$ cat config.mk
export PLATFORM = sky130hd
export DESIGN_NAME = sar_adc_sequencer_control
export DESIGN_NICKNAME = d
export VERILOG_FILES = /design/src/common/sar_adc_seq_pkg.sv /design/src/core/sar_adc_next_channel.sv /design/src/core/sar_adc_sequencer_control.sv
export VERILOG_INCLUDE_DIRS = /design/src /design/src/common
export SDC_FILE = /design/constraint.sdc
export NUM_CORES = 1
export LEC_CHECK = 0
export ABC_AREA = 1
export ABC_CLOCK_PERIOD_IN_PS = 3300
export BUFFER_PORTS_ARGS = -buffer_cell sky130_fd_sc_hd__buf_2
export CAP_MARGIN = 10
export CELL_PAD_IN_SITES_DETAIL_PLACEMENT = 0
export CELL_PAD_IN_SITES_GLOBAL_PLACEMENT = 1
export CORE_ASPECT_RATIO = 1.75
export CORE_MARGIN = 2
export CORE_UTILIZATION = 35
export CTS_CLUSTER_SIZE = 10
export DETAILED_ROUTE_END_ITERATION = 16
export PLACE_DENSITY_LB_ADDON = 0.1
export SLEW_MARGIN = 15
export SYNTH_ARGS = -nofsm -noshare
export SYNTH_HDL_FRONTEND = slang
export SYNTH_SLANG_ARGS = --single-unit
$ cat constraint.sdc
create_clock -name mclk_i -period 3.3 [get_ports mclk_i]
set_input_delay 0.825 -clock mclk_i [delete_from_list [all_inputs] [get_ports mclk_i]]
set_output_delay 0.825 -clock mclk_i [all_outputs]
set_load 0.02 [all_outputs]
$ cat src/common/sar_adc_seq_map.svh
`ifndef SAR_ADC_SEQ_MAP_SVH
`define SAR_ADC_SEQ_MAP_SVH

// ==========================================
// register addresses
`define ADDR_CONV_CONFIG 16'hf000
`define ADDR_SAMPLE_MODE 16'hf001
`define ADDR_SEQ_LOW 16'hf002
`define ADDR_SEQ_HIGH 16'hf003
`define ADDR_EVT_LOW 16'hf004
`define ADDR_EVT_HIGH 16'hf005
`define ADDR_UNIT_ENABLE 16'hf007
`define ADDR_CNT_CLEAR 16'hf008
`define ADDR_THR_LOW 16'hf009
`define ADDR_THR_HIGH 16'hf00a
`define ADDR_SKIP_COUNT 16'hf00b

// ==========================================
// field positions
`define CFG_THR_EN_BIT 7
`define CFG_MODE_BIT 6
`define CFG_SPEED_BIT 5
`define CFG_TRIG_MSB 4
`define DSH_MODE_BIT 7
`define ENABLE_BIT 0
`define CLR_CPU_BIT 7
`define CLR_XFER_BIT 6

// ==========================================
// reset values and codes
`define REG_RESET 8'h00
`define SKIP_CLEAR_VALUE 8'h00
`define TRIG_CODE_CPU 5'h00
`define TRIG_CODE_GPIO_FIRST 5'h01
`define TRIG_CODE_CMP_FIRST 5'h0d
`define TRIG_CODE_TMR_FIRST 5'h11
`define TRIG_CODE_PWM_FIRST 5'h15
`define TRIG_CODE_LAST 5'h1c
`define NUM_CHANNELS 10
`define CH0_PARTNER_A 4'h1
`define CH0_PARTNER_B 4'h4
`define CH0_PARTNER_C 4'h5

`endif

$ cat src/common/sar_adc_seq_pkg.sv
package sar_adc_seq_pkg;

    // ==========================================
    // sequencer states, gray along ST_IDLE, ST_START, ST_WAIT, ST_FINISH and back to ST_IDLE
    typedef enum logic [1:0] {
        ST_IDLE = 2'b00,
        ST_START = 2'b01,
        ST_WAIT = 2'b11,
        ST_FINISH = 2'b10
    } seq_state_t;

    // ==========================================
    // trigger sources
    typedef struct packed {
        logic [3:0] gpio_rise;
        logic [3:0] gpio_fall;
        logic [3:0] cmp_pulse;
        logic [3:0] tmr_match;
        logic [7:0] pwm_event;
    } trig_src_t;

    // ==========================================
    // request toward the converter core
    typedef struct packed {
        logic start;
        logic [3:0] channel;
        logic fast;
        logic dual;
        logic [3:0] partner;
    } conv_req_t;

endpackage

$ cat src/core/sar_adc_next_channel.sv
`timescale 1ns/1ps
`default_nettype none

module sar_adc_next_channel
    import sar_adc_seq_pkg::*;
#(
    parameter int NCH = 10
) (
    input wire logic [NCH-1:0] mask_i,
    input wire logic [3:0] cur_i,
    output logic [3:0] first_o,
    output logic [3:0] next_o,
    output logic last_o
);

    // ==========================================
    // channels above current
    logic [NCH-1:0] above;

    genvar g;
    generate
        for (g = 0; g < NCH; g++) begin : g_above
            assign above[g] = mask_i[g] && (4'(g) > cur_i);
        end
    endgenerate

    // ==========================================
    // lowest selected picks
    logic [3:0] first_c;
    logic [3:0] up_c;
    logic up_found;

    always_comb begin
        first_c = 4'h0;
        up_c = 4'h0;
        up_found = 1'b0;
        for (int i = NCH - 1; i >= 0; i--) begin
            if (mask_i[i]) begin
                first_c = 4'(i);
            end
            if (above[i]) begin
                up_c = 4'(i);
                up_found = 1'b1;
            end
        end
    end

    // ascending, wrapping
    assign first_o = first_c;
    assign next_o = up_found ? up_c : first_c;
    assign last_o = !up_found;

endmodule

`default_nettype wire

$ cat src/core/sar_adc_sequencer_control.sv
// Summary of operation
// - cfg bit 7 enables ch0 threshold; bit 5 selects fast conversion
// - cfg bit 6: burst per trigger, or one step per trigger
// - trigger 0 is cpu start; 1..12 gpio fall/rise/both edges
// - 13..16 comparators, 17..20 timer matches, 21..28 pwm events
// - sample-mode bit 7 selects dual sample-hold
// - reserved bits read zero and are written zero
// - selected channels convert ascending, cyclically
// - ch0 pairs with ch1, else ch4, else ch5
// - per-channel bits route completion to the event output
// - enable bit 0 activates the unit; not cleared mid-conversion (a write of 0 takes effect at once and idles the sequencer)
// - write 1 to bit 7 or 6 clears cpu or transfer counters
// - 8-bit count of skipped ch0 results; write 0x00 clears it
`timescale 1ns/1ps
`default_nettype none
`include "sar_adc_seq_map.svh"

module sar_adc_sequencer_control
    import sar_adc_seq_pkg::*;
#(
    parameter int NCH = `NUM_CHANNELS
) (
    input wire logic mclk_i,
    input wire logic rst_b_i,
    input wire logic [15:0] bus_addr_i,
    input wire logic bus_wr_i,
    input wire logic bus_rd_i,
    input wire logic [7:0] bus_wdata_i,
    output logic [7:0] bus_rdata_o,
    input wire logic cpu_start_i,
    input wire trig_src_t trig_i,
    output conv_req_t conv_req_o,
    input wire logic conv_done_i,
    input wire logic [9:0] conv_data_i,
    output logic busy_o,
    output logic irq_o,
    output logic event_o,
    output logic ch0_update_o,
    output logic clear_cpu_read_count_o,
    output logic clear_transfer_read_count_o,
    output logic unit_enable_o
);

    // ==========================================
    // register file
    logic [7:0] cfg_q;
    logic dual_sample_hold_mode_q;
    logic [NCH-1:0] channel_sequence_bit_q;
    logic [NCH-1:0] channel_event_select_q;
    logic enable_q;
    logic [9:0] ch0_update_threshold_q;
    logic [7:0] ch0_skip_count_q;
    logic [7:0] rdata_q;
    logic clr_cpu_q;
    logic clr_xfer_q;

    logic wr_cfg, wr_dsh, wr_sl, wr_sh, wr_el, wr_eh, wr_en, wr_clr;
    logic wr_tl, wr_th, wr_skip;

    always_comb begin
        wr_cfg = bus_wr_i && (bus_addr_i == `ADDR_CONV_CONFIG);
        wr_dsh = bus_wr_i && (bus_addr_i == `ADDR_SAMPLE_MODE);
        wr_sl = bus_wr_i && (bus_addr_i == `ADDR_SEQ_LOW);
        wr_sh = bus_wr_i && (bus_addr_i == `ADDR_SEQ_HIGH);
        wr_el = bus_wr_i && (bus_addr_i == `ADDR_EVT_LOW);
        wr_eh = bus_wr_i && (bus_addr_i == `ADDR_EVT_HIGH);
        wr_en = bus_wr_i && (bus_addr_i == `ADDR_UNIT_ENABLE);
        wr_clr = bus_wr_i && (bus_addr_i == `ADDR_CNT_CLEAR);
        wr_tl = bus_wr_i && (bus_addr_i == `ADDR_THR_LOW);
        wr_th = bus_wr_i && (bus_addr_i == `ADDR_THR_HIGH);
        wr_skip = bus_wr_i && (bus_addr_i == `ADDR_SKIP_COUNT);
    end

    // config register
    always_ff @(posedge mclk_i or negedge rst_b_i) begin
        if (!rst_b_i) begin
            cfg_q <= `REG_RESET;
        end else if (wr_cfg) begin
            cfg_q <= bus_wdata_i;
        end
    end

    // bit 7 only
    always_ff @(posedge mclk_i or negedge rst_b_i) begin
        if (!rst_b_i) begin
            dual_sample_hold_mode_q <= 1'b0;
        end else if (wr_dsh) begin
            dual_sample_hold_mode_q <= bus_wdata_i[`DSH_MODE_BIT];
        end
    end

    // sequence and event masks
    always_ff @(posedge mclk_i or negedge rst_b_i) begin
        if (!rst_b_i) begin
            channel_sequence_bit_q <= '0;
        end else if (wr_sl) begin
            channel_sequence_bit_q[7:0] <= bus_wdata_i;
        end else if (wr_sh) begin
            channel_sequence_bit_q[NCH-1:8] <= bus_wdata_i[NCH-9:0];
        end
    end

    always_ff @(posedge mclk_i or negedge rst_b_i) begin
        if (!rst_b_i) begin
            channel_event_select_q <= '0;
        end else if (wr_el) begin
            channel_event_select_q[7:0] <= bus_wdata_i;
        end else if (wr_eh) begin
            channel_event_select_q[NCH-1:8] <= bus_wdata_i[NCH-9:0];
        end
    end

    always_ff @(posedge mclk_i or negedge rst_b_i) begin
        if (!rst_b_i) begin
            enable_q <= 1'b0;
        end else if (wr_en) begin
            enable_q <= bus_wdata_i[`ENABLE_BIT];
        end
    end

    always_ff @(posedge mclk_i or negedge rst_b_i) begin
        if (!rst_b_i) begin
            ch0_update_threshold_q <= '0;
        end else if (wr_tl) begin
            ch0_update_threshold_q[7:0] <= bus_wdata_i;
        end else if (wr_th) begin
            ch0_update_threshold_q[9:8] <= bus_wdata_i[1:0];
        end
    end

    // one-cycle counter clears
    always_ff @(posedge mclk_i or negedge rst_b_i) begin
        if (!rst_b_i) begin
            clr_cpu_q <= 1'b0;
            clr_xfer_q <= 1'b0;
        end else begin
            clr_cpu_q <= wr_clr && bus_wdata_i[`CLR_CPU_BIT];
            clr_xfer_q <= wr_clr && bus_wdata_i[`CLR_XFER_BIT];
        end
    end

    // ==========================================
    // trigger selection
    logic [28:0] all_evt;
    logic trig_hit;

    genvar g;
    generate
        for (g = 0; g < 4; g++) begin : g_gpio
            assign all_evt[3*g+1] = trig_i.gpio_fall[g];
            assign all_evt[3*g+2] = trig_i.gpio_rise[g];
            assign all_evt[3*g+3] = trig_i.gpio_fall[g] | trig_i.gpio_rise[g];
        end
    endgenerate

    assign all_evt[0] = cpu_start_i;
    assign all_evt[16:13] = trig_i.cmp_pulse;
    assign all_evt[20:17] = trig_i.tmr_match;
    assign all_evt[28:21] = trig_i.pwm_event;

    logic [4:0] trig_code;
    assign trig_code = cfg_q[`CFG_TRIG_MSB:0];

    always_comb begin
        if (trig_code <= `TRIG_CODE_LAST) begin
            trig_hit = all_evt[trig_code];
        end else begin
            trig_hit = 1'b0;
        end
    end

    // ==========================================
    // channel walk
    logic [3:0] ptr_q;
    logic [3:0] next_ch;
    logic last_ch;
    logic seq_empty;

    sar_adc_next_channel #(
        .NCH(NCH)
    ) u_next (
        .mask_i(channel_sequence_bit_q),
        .cur_i(ptr_q),
        .first_o(),
        .next_o(next_ch),
        .last_o(last_ch)
    );

    assign seq_empty = (channel_sequence_bit_q == '0);

    // ch0 partner choice
    logic has_partner;
    logic [3:0] partner;

    always_comb begin
        has_partner = 1'b1;
        partner = `CH0_PARTNER_A;
        if (channel_sequence_bit_q[1]) begin
            partner = `CH0_PARTNER_A;
        end else if (channel_sequence_bit_q[4]) begin
            partner = `CH0_PARTNER_B;
        end else if (channel_sequence_bit_q[5]) begin
            partner = `CH0_PARTNER_C;
        end else begin
            has_partner = 1'b0;
            partner = 4'h0;
        end
    end

    // ==========================================
    // sequencer
    seq_state_t state_q;
    logic [3:0] cur_ch_q;
    logic cur_last_q;
    logic start_q;
    logic dual_q;
    logic [3:0] partner_q;
    logic step_mode;
    logic go;

    assign step_mode = cfg_q[`CFG_MODE_BIT];
    assign go = enable_q && !seq_empty && trig_hit;

    always_ff @(posedge mclk_i or negedge rst_b_i) begin
        if (!rst_b_i) begin
            state_q <= ST_IDLE;
        end else if (!enable_q) begin
            state_q <= ST_IDLE;
        end else begin
            unique case (state_q)
                ST_IDLE: begin
                    if (go) begin
                        state_q <= ST_START;
                    end
                end
                ST_START: begin
                    state_q <= ST_WAIT;
                end
                ST_WAIT: begin
                    if (conv_done_i) begin
                        state_q <= ST_FINISH;
                    end
                end
                ST_FINISH: begin
                    if (!step_mode && !cur_last_q) begin
                        state_q <= ST_START;
                    end else begin
                        state_q <= ST_IDLE;
                    end
                end
            endcase
        end
    end

    // pointer walks ascending and wraps
    always_ff @(posedge mclk_i or negedge rst_b_i) begin
        if (!rst_b_i) begin
            ptr_q <= 4'h0;
            cur_ch_q <= 4'h0;
            cur_last_q <= 1'b0;
        end else if (!enable_q) begin
            ptr_q <= 4'h0;
        end else if (state_q == ST_IDLE && go) begin
            cur_ch_q <= channel_sequence_bit_q[ptr_q] ? ptr_q : next_ch;
        end else if (state_q == ST_FINISH) begin
            cur_ch_q <= ptr_q;
        end else if (state_q == ST_START) begin
            ptr_q <= cur_ch_q;
        end else if (state_q == ST_WAIT && conv_done_i) begin
            ptr_q <= next_ch;
            cur_last_q <= last_ch;
        end
    end

    // core request, registered
    always_ff @(posedge mclk_i or negedge rst_b_i) begin
        if (!rst_b_i) begin
            start_q <= 1'b0;
            dual_q <= 1'b0;
            partner_q <= 4'h0;
        end else begin
            start_q <= (state_q == ST_START);
            dual_q <= (state_q == ST_START) && (cur_ch_q == 4'h0) && has_partner
                      && dual_sample_hold_mode_q;
            partner_q <= partner;
        end
    end

    // ==========================================
    // completion: irq, event, ch0 threshold
    logic irq_q;
    logic event_q;
    logic ch0_upd_q;
    logic [9:0] ch0_last_q;
    logic done_now;
    logic ch0_skip;
    logic [9:0] diff;

    assign done_now = (state_q == ST_WAIT) && conv_done_i;
    assign diff = (conv_data_i >= ch0_last_q) ? (conv_data_i - ch0_last_q)
                                              : (ch0_last_q - conv_data_i);
    assign ch0_skip = done_now && (cur_ch_q == 4'h0) && cfg_q[`CFG_THR_EN_BIT]
                      && (diff < ch0_update_threshold_q);

    always_ff @(posedge mclk_i or negedge rst_b_i) begin
        if (!rst_b_i) begin
            irq_q <= 1'b0;
            event_q <= 1'b0;
        end else begin
            irq_q <= done_now && (step_mode || last_ch);
            event_q <= done_now && channel_event_select_q[cur_ch_q];
        end
    end

    always_ff @(posedge mclk_i or negedge rst_b_i) begin
        if (!rst_b_i) begin
            ch0_upd_q <= 1'b0;
            ch0_last_q <= 10'h000;
        end else begin
            ch0_upd_q <= done_now && (cur_ch_q == 4'h0) && !ch0_skip;
            if (done_now && (cur_ch_q == 4'h0) && !ch0_skip) begin
                ch0_last_q <= conv_data_i;
            end
        end
    end

    // a write and an increment in the same cycle give the written value plus one
    always_ff @(posedge mclk_i or negedge rst_b_i) begin
        if (!rst_b_i) begin
            ch0_skip_count_q <= `REG_RESET;
        end else if (ch0_skip) begin
            ch0_skip_count_q <= (wr_skip ? bus_wdata_i : ch0_skip_count_q) + 8'h01;
        end else if (wr_skip) begin
            ch0_skip_count_q <= bus_wdata_i;
        end
    end

    // ==========================================
    // read path
    always_ff @(posedge mclk_i or negedge rst_b_i) begin
        if (!rst_b_i) begin
            rdata_q <= `REG_RESET;
        end else if (bus_rd_i) begin
            unique case (bus_addr_i)
                `ADDR_CONV_CONFIG: rdata_q <= cfg_q;
                `ADDR_SAMPLE_MODE: rdata_q <= {dual_sample_hold_mode_q, 7'h00};
                `ADDR_SEQ_LOW: rdata_q <= channel_sequence_bit_q[7:0];
                `ADDR_SEQ_HIGH: rdata_q <= {6'h00, channel_sequence_bit_q[NCH-1:8]};
                `ADDR_EVT_LOW: rdata_q <= channel_event_select_q[7:0];
                `ADDR_EVT_HIGH: rdata_q <= {6'h00, channel_event_select_q[NCH-1:8]};
                `ADDR_UNIT_ENABLE: rdata_q <= {7'h00, enable_q};
                `ADDR_CNT_CLEAR: rdata_q <= 8'h00;
                `ADDR_THR_LOW: rdata_q <= ch0_update_threshold_q[7:0];
                `ADDR_THR_HIGH: rdata_q <= {6'h00, ch0_update_threshold_q[9:8]};
                `ADDR_SKIP_COUNT: rdata_q <= ch0_skip_count_q;
                default: rdata_q <= 8'h00;
            endcase
        end
    end

    // ==========================================
    // outputs
    assign bus_rdata_o = rdata_q;
    assign conv_req_o.start = start_q;
    assign conv_req_o.channel = cur_ch_q;
    assign conv_req_o.fast = cfg_q[`CFG_SPEED_BIT];
    assign conv_req_o.dual = dual_q;
    assign conv_req_o.partner = partner_q;
    assign busy_o = (state_q != ST_IDLE);
    assign irq_o = irq_q;
    assign event_o = event_q;
    assign ch0_update_o = ch0_upd_q;
    assign clear_cpu_read_count_o = clr_cpu_q;
    assign clear_transfer_read_count_o = clr_xfer_q;
    assign unit_enable_o = enable_q;

endmodule

`default_nettype wire

==> qor.csv, run 1 <==
stage,metric,value,unit
floorplan,die_h,182.4,um
clocking,htree_num_levels,3,
sta,fin_crit,3.346,ns
layout,area_growth,35.42,%
clocking,clock_latency,0.35,ns
sta,setup_viol_count_final,9,
layout,post_route_cells_drive_above_1_share,0.3015,
critical_path,cp_data_arrival_time,3.59,ns
sta,tightest_slew,0.6632,ns
critical_path,path_max_fanout,4,
critical_path,r2r_end,ch0_skip_count_q[2]$_DFF_PN0_,
sta,max_slew_margin,0.5579,
layout,final_nets,1172,
global_routing,grt_max_degree,46,
sta,report.final.hold_viol_count,0,
drt,detail_route.first_pass.iterations,6,
global_routing,grtUsageTotal,0.2293,
floorplan,initial_utilization,0.3556,
floorplan,die_w,105.9,um
drt,postRouteAntennaNets,0,
layout,layoutNonFillerInstCount,1312,
floorplan,die_area,19320,sq um
placed_design,place_congestion,0.8728,
critical_path,worstSetupPathType,in2reg,
critical_path,endpoint,ch0_skip_count_q[2]$_DFF_PN0_,
sta,finClkSkew,0.01082,ns
floorplan,ioPinCount,90,
clocking,root_buffer,clkbuf_16,
global_routing,grt_first_pass_wirelength,33660,um
critical_path,startpoint_type,input port,
yosys,synth-seq-cells,86,
placed_design,port_buffers,87,
clocking,cts_tree,done,
sta,period_share,1.014,
yosys,synthArstFlopShare,1.000,
critical_path,crit_start,conv_data_i[7],
yosys,synthCells,924,
critical_path,worst-r2r-cell-count,20,
placed_design,postPlaceCellArea,7659,sq um
critical_path,reg2reg_slack,0.04,ns
drt,drcViolationCount,0,
clocking,clk_pin_slew_worst_paths,0.06,ns
global_routing,globalRouteOverflowTotal,0,
yosys,synth_xor_area_frac,0.02203,
drt,wl_per_cell,16.30,um
layout,fin_area,8616,sq um
yosys,ys.warnings.count,0,
drt,totalWireLength,21380,um
job,drv_cap,0,
yosys,syn_area,6362,sq um
sta,whs,0.4764,ns
yosys,synth_top_family_by_area,simple AND/OR/NAND/NOR gates,
layout,layout_commonest_cell,nand2_1,
clocking,numCtsBuffers,9,
drt,vias,6404,
global_routing,grt_pass1_vias,6535,
global_routing,antenna_found_initial,0,
drt,vias_per_cell,4.881,
sta,drv_slew,0,
power,leakage,4.206,nW
sta,setup_slack,-0.04588,ns
clocking,hold_buffers,0,
yosys,synth_seq_area_share,0.3382,
clocking,clock_sinks,86,
yosys,synth_mux_area_frac,0,
placed_design,placed_cells,1274,
power,p_per_area,293.7,nW/um^2
yosys,ys_types,51,
critical_path,reg2reg_from,ch0_last_q[7]$_DFFE_PN0P_,
layout,final_cell_mix,"nand2_1, inv_1, dfrtp_1, buf_2, o21ai_0",
drt,drt_iter0_markers,268,
floorplan,core,17890,sq um
yosys,synth.avg_cell_area,6.886,sq um
clocking,clock_path_buffers,2,
run_status,status,finished with violations,
hold_path,hold_path.class,reg2reg,
sta,fmax,298.9,MHz
run_status,failed_checks,negative setup slack,
placed_design,dpl.hpwl,17140,um
yosys,synth_adder_area_share,0.07119,
yosys,synth_edf_count,0,
power,finalPower,2.531,mW
placed_design,preCtsSetupSlack,-0.5882,ns
critical_path,end_kind,register,
yosys,synth-simple-area-share,0.3062,
power,ir_drop,206.6,uV
sta,rsz0062_at_grt,yes,
yosys,synthFlopType,dfrtp_1,
layout,diodes,0,
floorplan,rows,65,
critical_path,required,3.54,ns
yosys,synth_compound_area_frac,0.1593,
## kinds of logic after synthesis
group | after synthesis
XOR/XNOR | 16
adder cells (fa/ha/maj) | 35
AND/OR/NAND/NOR | 452
other | 1
AO/OA/AOI/OAI | 179
buffers and inverters | 155
flip-flops | 86
## layer usage
layer  part of all wire  global-route usage  up-vias
li1                   -                   -     3268
met1               0.33              0.2151     2988
met2               0.60              0.4725      105
met3              0.021             0.02607       43
met4              0.043              0.1116        0
met5                  0                   0        -
## critical path, stage by stage
cell and delay, ns:
buf_8 0.10, inv_6 0.05, ha_4 0.21, inv_4 0.06, o21bai_4 0.06, a221oi_4 0.38, nand3_2 0.15, nor2_4 0.14
buf_6 0.13, nand2_4 0.05, nand2_2 0.06, inv_2 0.05, ha_4 0.21, a21oi_2 0.14, nor2_1 0.07, a211oi_2 0.18
nand3_1 0.08, nand3b_4 0.22, buf_12 0.18, buf_6 0.11, nand2_1 0.06, nand2_1 0.05
## power by group
group	switching [mW]	total [mW]	internal, mW
clock	0.454	1.06	0.610
sequential	0.000258	1.05	1.05
combinational	0.220	0.412	0.192
## how the worst min path moves through the flow
stage,from,end,slack (ns),cells past startpoint
floorplan,ch0_update_threshold_q[8]$_DFFE_PN0P_,ch0_update_threshold_q[8]$_DFFE_PN0P_,0.45,2
finish,bus_rdata_o[0]$_DFFE_PN0P_,bus_rdata_o[0]$_DFFE_PN0P_,0.48,2
CTS,bus_rdata_o[0]$_DFFE_PN0P_,bus_rdata_o[0]$_DFFE_PN0P_,0.48,2
detailed placement,bus_rdata_o[0]$_DFFE_PN0P_,bus_rdata_o[0]$_DFFE_PN0P_,0.47,2
global route,bus_rdata_o[6]$_DFFE_PN0P_,bus_rdata_o[6]$_DFFE_PN0P_,0.50,2
global placement,bus_rdata_o[0]$_DFFE_PN0P_,bus_rdata_o[0]$_DFFE_PN0P_,0.46,2
## registers in the layout, indices dropped and copies added (netlist names), 2 cells and up
signal and flops:
cfg_q 8, channel_sequence_bit_q 10, ch0_last_q 10, partner_q 2, bus_rdata_o 8, ch0_update_threshold_q 10, ptr_q 4, state_q 2
ch0_skip_count_q 8, channel_event_select_q 10, cur_ch_q 4
## synth_stat cells (2+ instances only)
master    count  area, sq um
nand4_1       7        43.79
nor3_1       17        85.08
o31ai_1       2        15.01
a211oi_1      4        30.03
nand2_2       4        25.02
ha_1         33        412.9
a21oi_1      40        200.2
o211ai_1      4        30.03
a21boi_0      4        30.03
dfrtp_1      86         2152
nand3_2       2        20.02
fa_1          2        40.04
nand3_1      59        295.3
nor2_4        2        22.52
o21ai_4       2        32.53
xor2_1       14        122.6
nand3b_1      3        22.52
o21ai_0      92        460.4
buf_4         9        67.56
xnor2_1       2        17.52
clkbuf_1      4        15.01
buf_2         8        40.04
nor2_1       56        210.2
buf_6         3        33.78
inv_1       116        435.4
buf_1         2        7.510
a221oi_1      2        17.52
o21ai_1      14        70.07
inv_2         9        33.78
o21ai_2       5        43.79
o22ai_1       3        18.77
nand2_1     286         1074
clkbuf_2      3        15.01
or2_2         3        18.77
nor2_2        5        31.28
nand2_4       2        22.52
## area by class of cell
class,count,area (sq um)
multi-input combinational,684,4169
clock buffer,11,242.7
fill,1912,9276
inverter,126,506.7
tap,234,292.8
clock inverter,5,57.56
timing repair buffer,166,1195
sequential,86,2152
## per-stage QoR
stage / setup TNS, ns / utilization
after floorplan: -0.1567 / -
after CTS: -0.2570 / 0.4578
after global placement: -10.25 / 0.4280
final: -0.2760 / 0.4815
after detailed placement: -10.40 / 0.4280
after global routing: -2.163 / 0.4815
## timing repair
item                                    4_1_cts  5_1_grt
gates resized for setup                      32       93
endpoints found under the setup margin       19       19
pin swaps                                     8       35
gates cloned                                  1        0
buffers inserted                             11       10
Power figures use the tool's default switching activity.
==> inputs of run 2 (changes only) <==
REMOVE_ABC_BUFFERS = 1   (was not set)
==> qor.csv, run 2 (synthesis results as in run 1) <==
stage,metric,value,unit
run_status,status,finished with violations,
run_status,failed_checks,negative setup slack,
floorplan,die_w,105.9,um
floorplan,die_h,182.4,um
floorplan,rows,65,
layout,layoutNonFillerInstCount,1315,
critical_path,startpoint_type,input port,
hold_path,hold_path.class,in2async,
layout,final_cell_mix,"nand2_1, inv_1, dfrtp_1, buf_2, o21ai_0",
sta,tightest_slew,0.6705,ns
critical_path,cp_top_family,simple AND/OR/NAND/NOR gates,
clocking,cts_tree,done,
drt,vias_per_cell,4.947,
critical_path,end_kind,register,
critical_path,path_max_fanout,7,
critical_path,cp_num_buf_inv,5,
drt,vias,6505,
layout,multi_input_area,4039,sq um
layout,post_route_cells_drive_above_1_share,0.2969,
layout,layout_commonest_cell,nand2_1,
placed_design,preCtsSetupSlack,-0.8097,ns
floorplan,initial_utilization,0.3556,
sta,rsz0062_at_grt,yes,
global_routing,antenna_found_initial,0,
drt,postRouteAntennaNets,0,
clocking,clock_sinks,86,
placed_design,placed_cells,1283,
clocking,root_buffer,clkbuf_16,
power,p_per_area,294.7,nW/um^2
placed_design,postPlaceCellArea,7438,sq um
drt,wl_per_cell,16.27,um
critical_path,cpMostUsedCell,nand2_1,
clocking,clock_path_buffers,2,
layout,fin_util,0.4717,
global_routing,grt_first_pass_wirelength,32990,um
global_routing,globalRouteOverflowTotal,0,
floorplan,core,17890,sq um
clocking,hold_buffers,0,
job,drv_cap,0,
sta,drv_slew,0,
global_routing,grt_pass1_vias,6463,
layout,diodes,0,
placed_design,place_congestion,0.8625,
critical_path,required,3.55,ns
sta,period_share,1.014,
critical_path,worstSetupPathType,in2reg,
sta,fmax,298.8,MHz
placed_design,port_buffers,87,
layout,area_growth,32.66,%
drt,drcViolationCount,0,
floorplan,die_area,19320,sq um
drt,totalWireLength,21400,um
critical_path,cp_data_arrival_time,3.60,ns
critical_path,worst-r2r-cell-count,20,
sta,finClkSkew,0.01754,ns
power,ir_drop,234.1,uV
power,leakage,4.170,nW
sta,setup-tns-final,-0.3496,ns
global_routing,grt_max_degree,52,
sta,setup_slack,-0.04702,ns
critical_path,cp_slowest_cell,ha_4,
critical_path,path_cells,buf_4 > inv_2 > ha_4 > nand2_8 > nor2_4 > nand4_1 > o2111ai_2 > buf_4 > nand2_2 > nand3_2 > nand2_2 > ha_4 > nand2_1 > nor2_4 > nand3b_1 > nand3_1 > nand3b_4 > buf_6 > clkinvlp_4 > nand2_1 > nand2_1,
layout,seqCellArea,2152,sq um
drt,detail_route.first_pass.iterations,5,
clocking,htree_num_levels,3,
clocking,clock_latency,0.37,ns
sta,fin_crit,3.347,ns
global_routing,grtUsageTotal,0.2249,
sta,setup_viol_count_final,14,
layout,fin_area,8441,sq um
critical_path,cp_num_cells,21,
sta,report.final.hold_viol_count,0,
layout,final_nets,1175,
drt,drt_iter0_markers,293,
sta,max_slew_margin,0.5513,
floorplan,ioPinCount,90,
layout,fill_cells,1922,
clocking,clk_pin_slew_worst_paths,0.08,ns
placed_design,dpl.hpwl,16860,um
clocking,numCtsBuffers,9,
critical_path,cpPeakStageDelay,0.32,ns
[run 2: worst paths after layout]
check,start,end,slack [ns]
max in group asynchronous,rst_b_i,bus_rdata_o[0]$_DFFE_PN0P_,2.19
max reg2reg,ch0_last_q[7]$_DFFE_PN0P_,ch0_skip_count_q[2]$_DFF_PN0_,0.07
min in group mclk_i,bus_rdata_o[0]$_DFFE_PN0P_,bus_rdata_o[0]$_DFFE_PN0P_,0.48
min,rst_b_i,start_q$_DFF_PN0_,0.43
min reg2reg,bus_rdata_o[0]$_DFFE_PN0P_,bus_rdata_o[0]$_DFFE_PN0P_,0.48
max,conv_data_i[6],ch0_skip_count_q[2]$_DFF_PN0_,-0.05
[run 2: what timing repair did]
| action | 4_1_cts | 5_1_grt |
|---|---|---|
| pin swaps | 50 | 24 |
| setup endpoints to repair | 19 | 19 |
| gates resized for setup | 104 | 48 |
| setup buffers | 11 | 6 |
| cloned | 1 | 0 |
[run 2: metal layers]
metal  vias to the layer above  global-route usage  wire [um]  part of all wire
li1                       3282                   -          -                 -
met1                      3040              0.2026       7207              0.34
met2                       128              0.4689      12530              0.59
met3                        55             0.02393        442             0.021
met4                         0              0.1205       1215             0.057
met5                         -                   0          0                 0
[run 2: stage by stage]
| stage | power, mW | hold slack [ns] |
|---|---|---|
| finish | 2.487 | 0.4277 |
| CTS | 2.486 | 0.4471 |
| detailed placement | 1.372 | 0.4630 |
| global placement | 1.371 | 0.4622 |
| global route | 2.594 | 0.4581 |
| floorplan | 1.206 | 0.4530 |
[run 2: worst reg2reg max path, stage by stage (launching register included)]
cell	delay [ns]
dfrtp_1	0.43
ha_4	0.29
buf_6	0.12
nand2_8	0.06
nor2_4	0.11
nand4_1	0.23
o2111ai_2	0.30
buf_4	0.16
nand2_2	0.05
nand3_2	0.07
nand2_2	0.07
ha_4	0.26
nand2_1	0.07
nor2_4	0.12
nand3b_1	0.11
nand3_1	0.09
nand3b_4	0.17
buf_6	0.14
clkinvlp_4	0.14
nand2_1	0.10
nand2_1	0.05
[run 2: power by group]
group,leakage (nW),internal [mW],switching [mW]
Clock,0.147,0.537,0.518
Sequential,1.19,1.05,0.000261
Combinational,2.83,0.175,0.204
[run 2: area by class of cell]
type / instances / area share
clock buffers: 9 / 0.02668
flip-flops and latches: 86 / 0.2550
inverters: 126 / 0.05766
multi-input cells: 684 / 0.4785
repair buffers: 169 / 0.1390
clock inverters: 7 / 0.008449
well taps: 234 / 0.03469
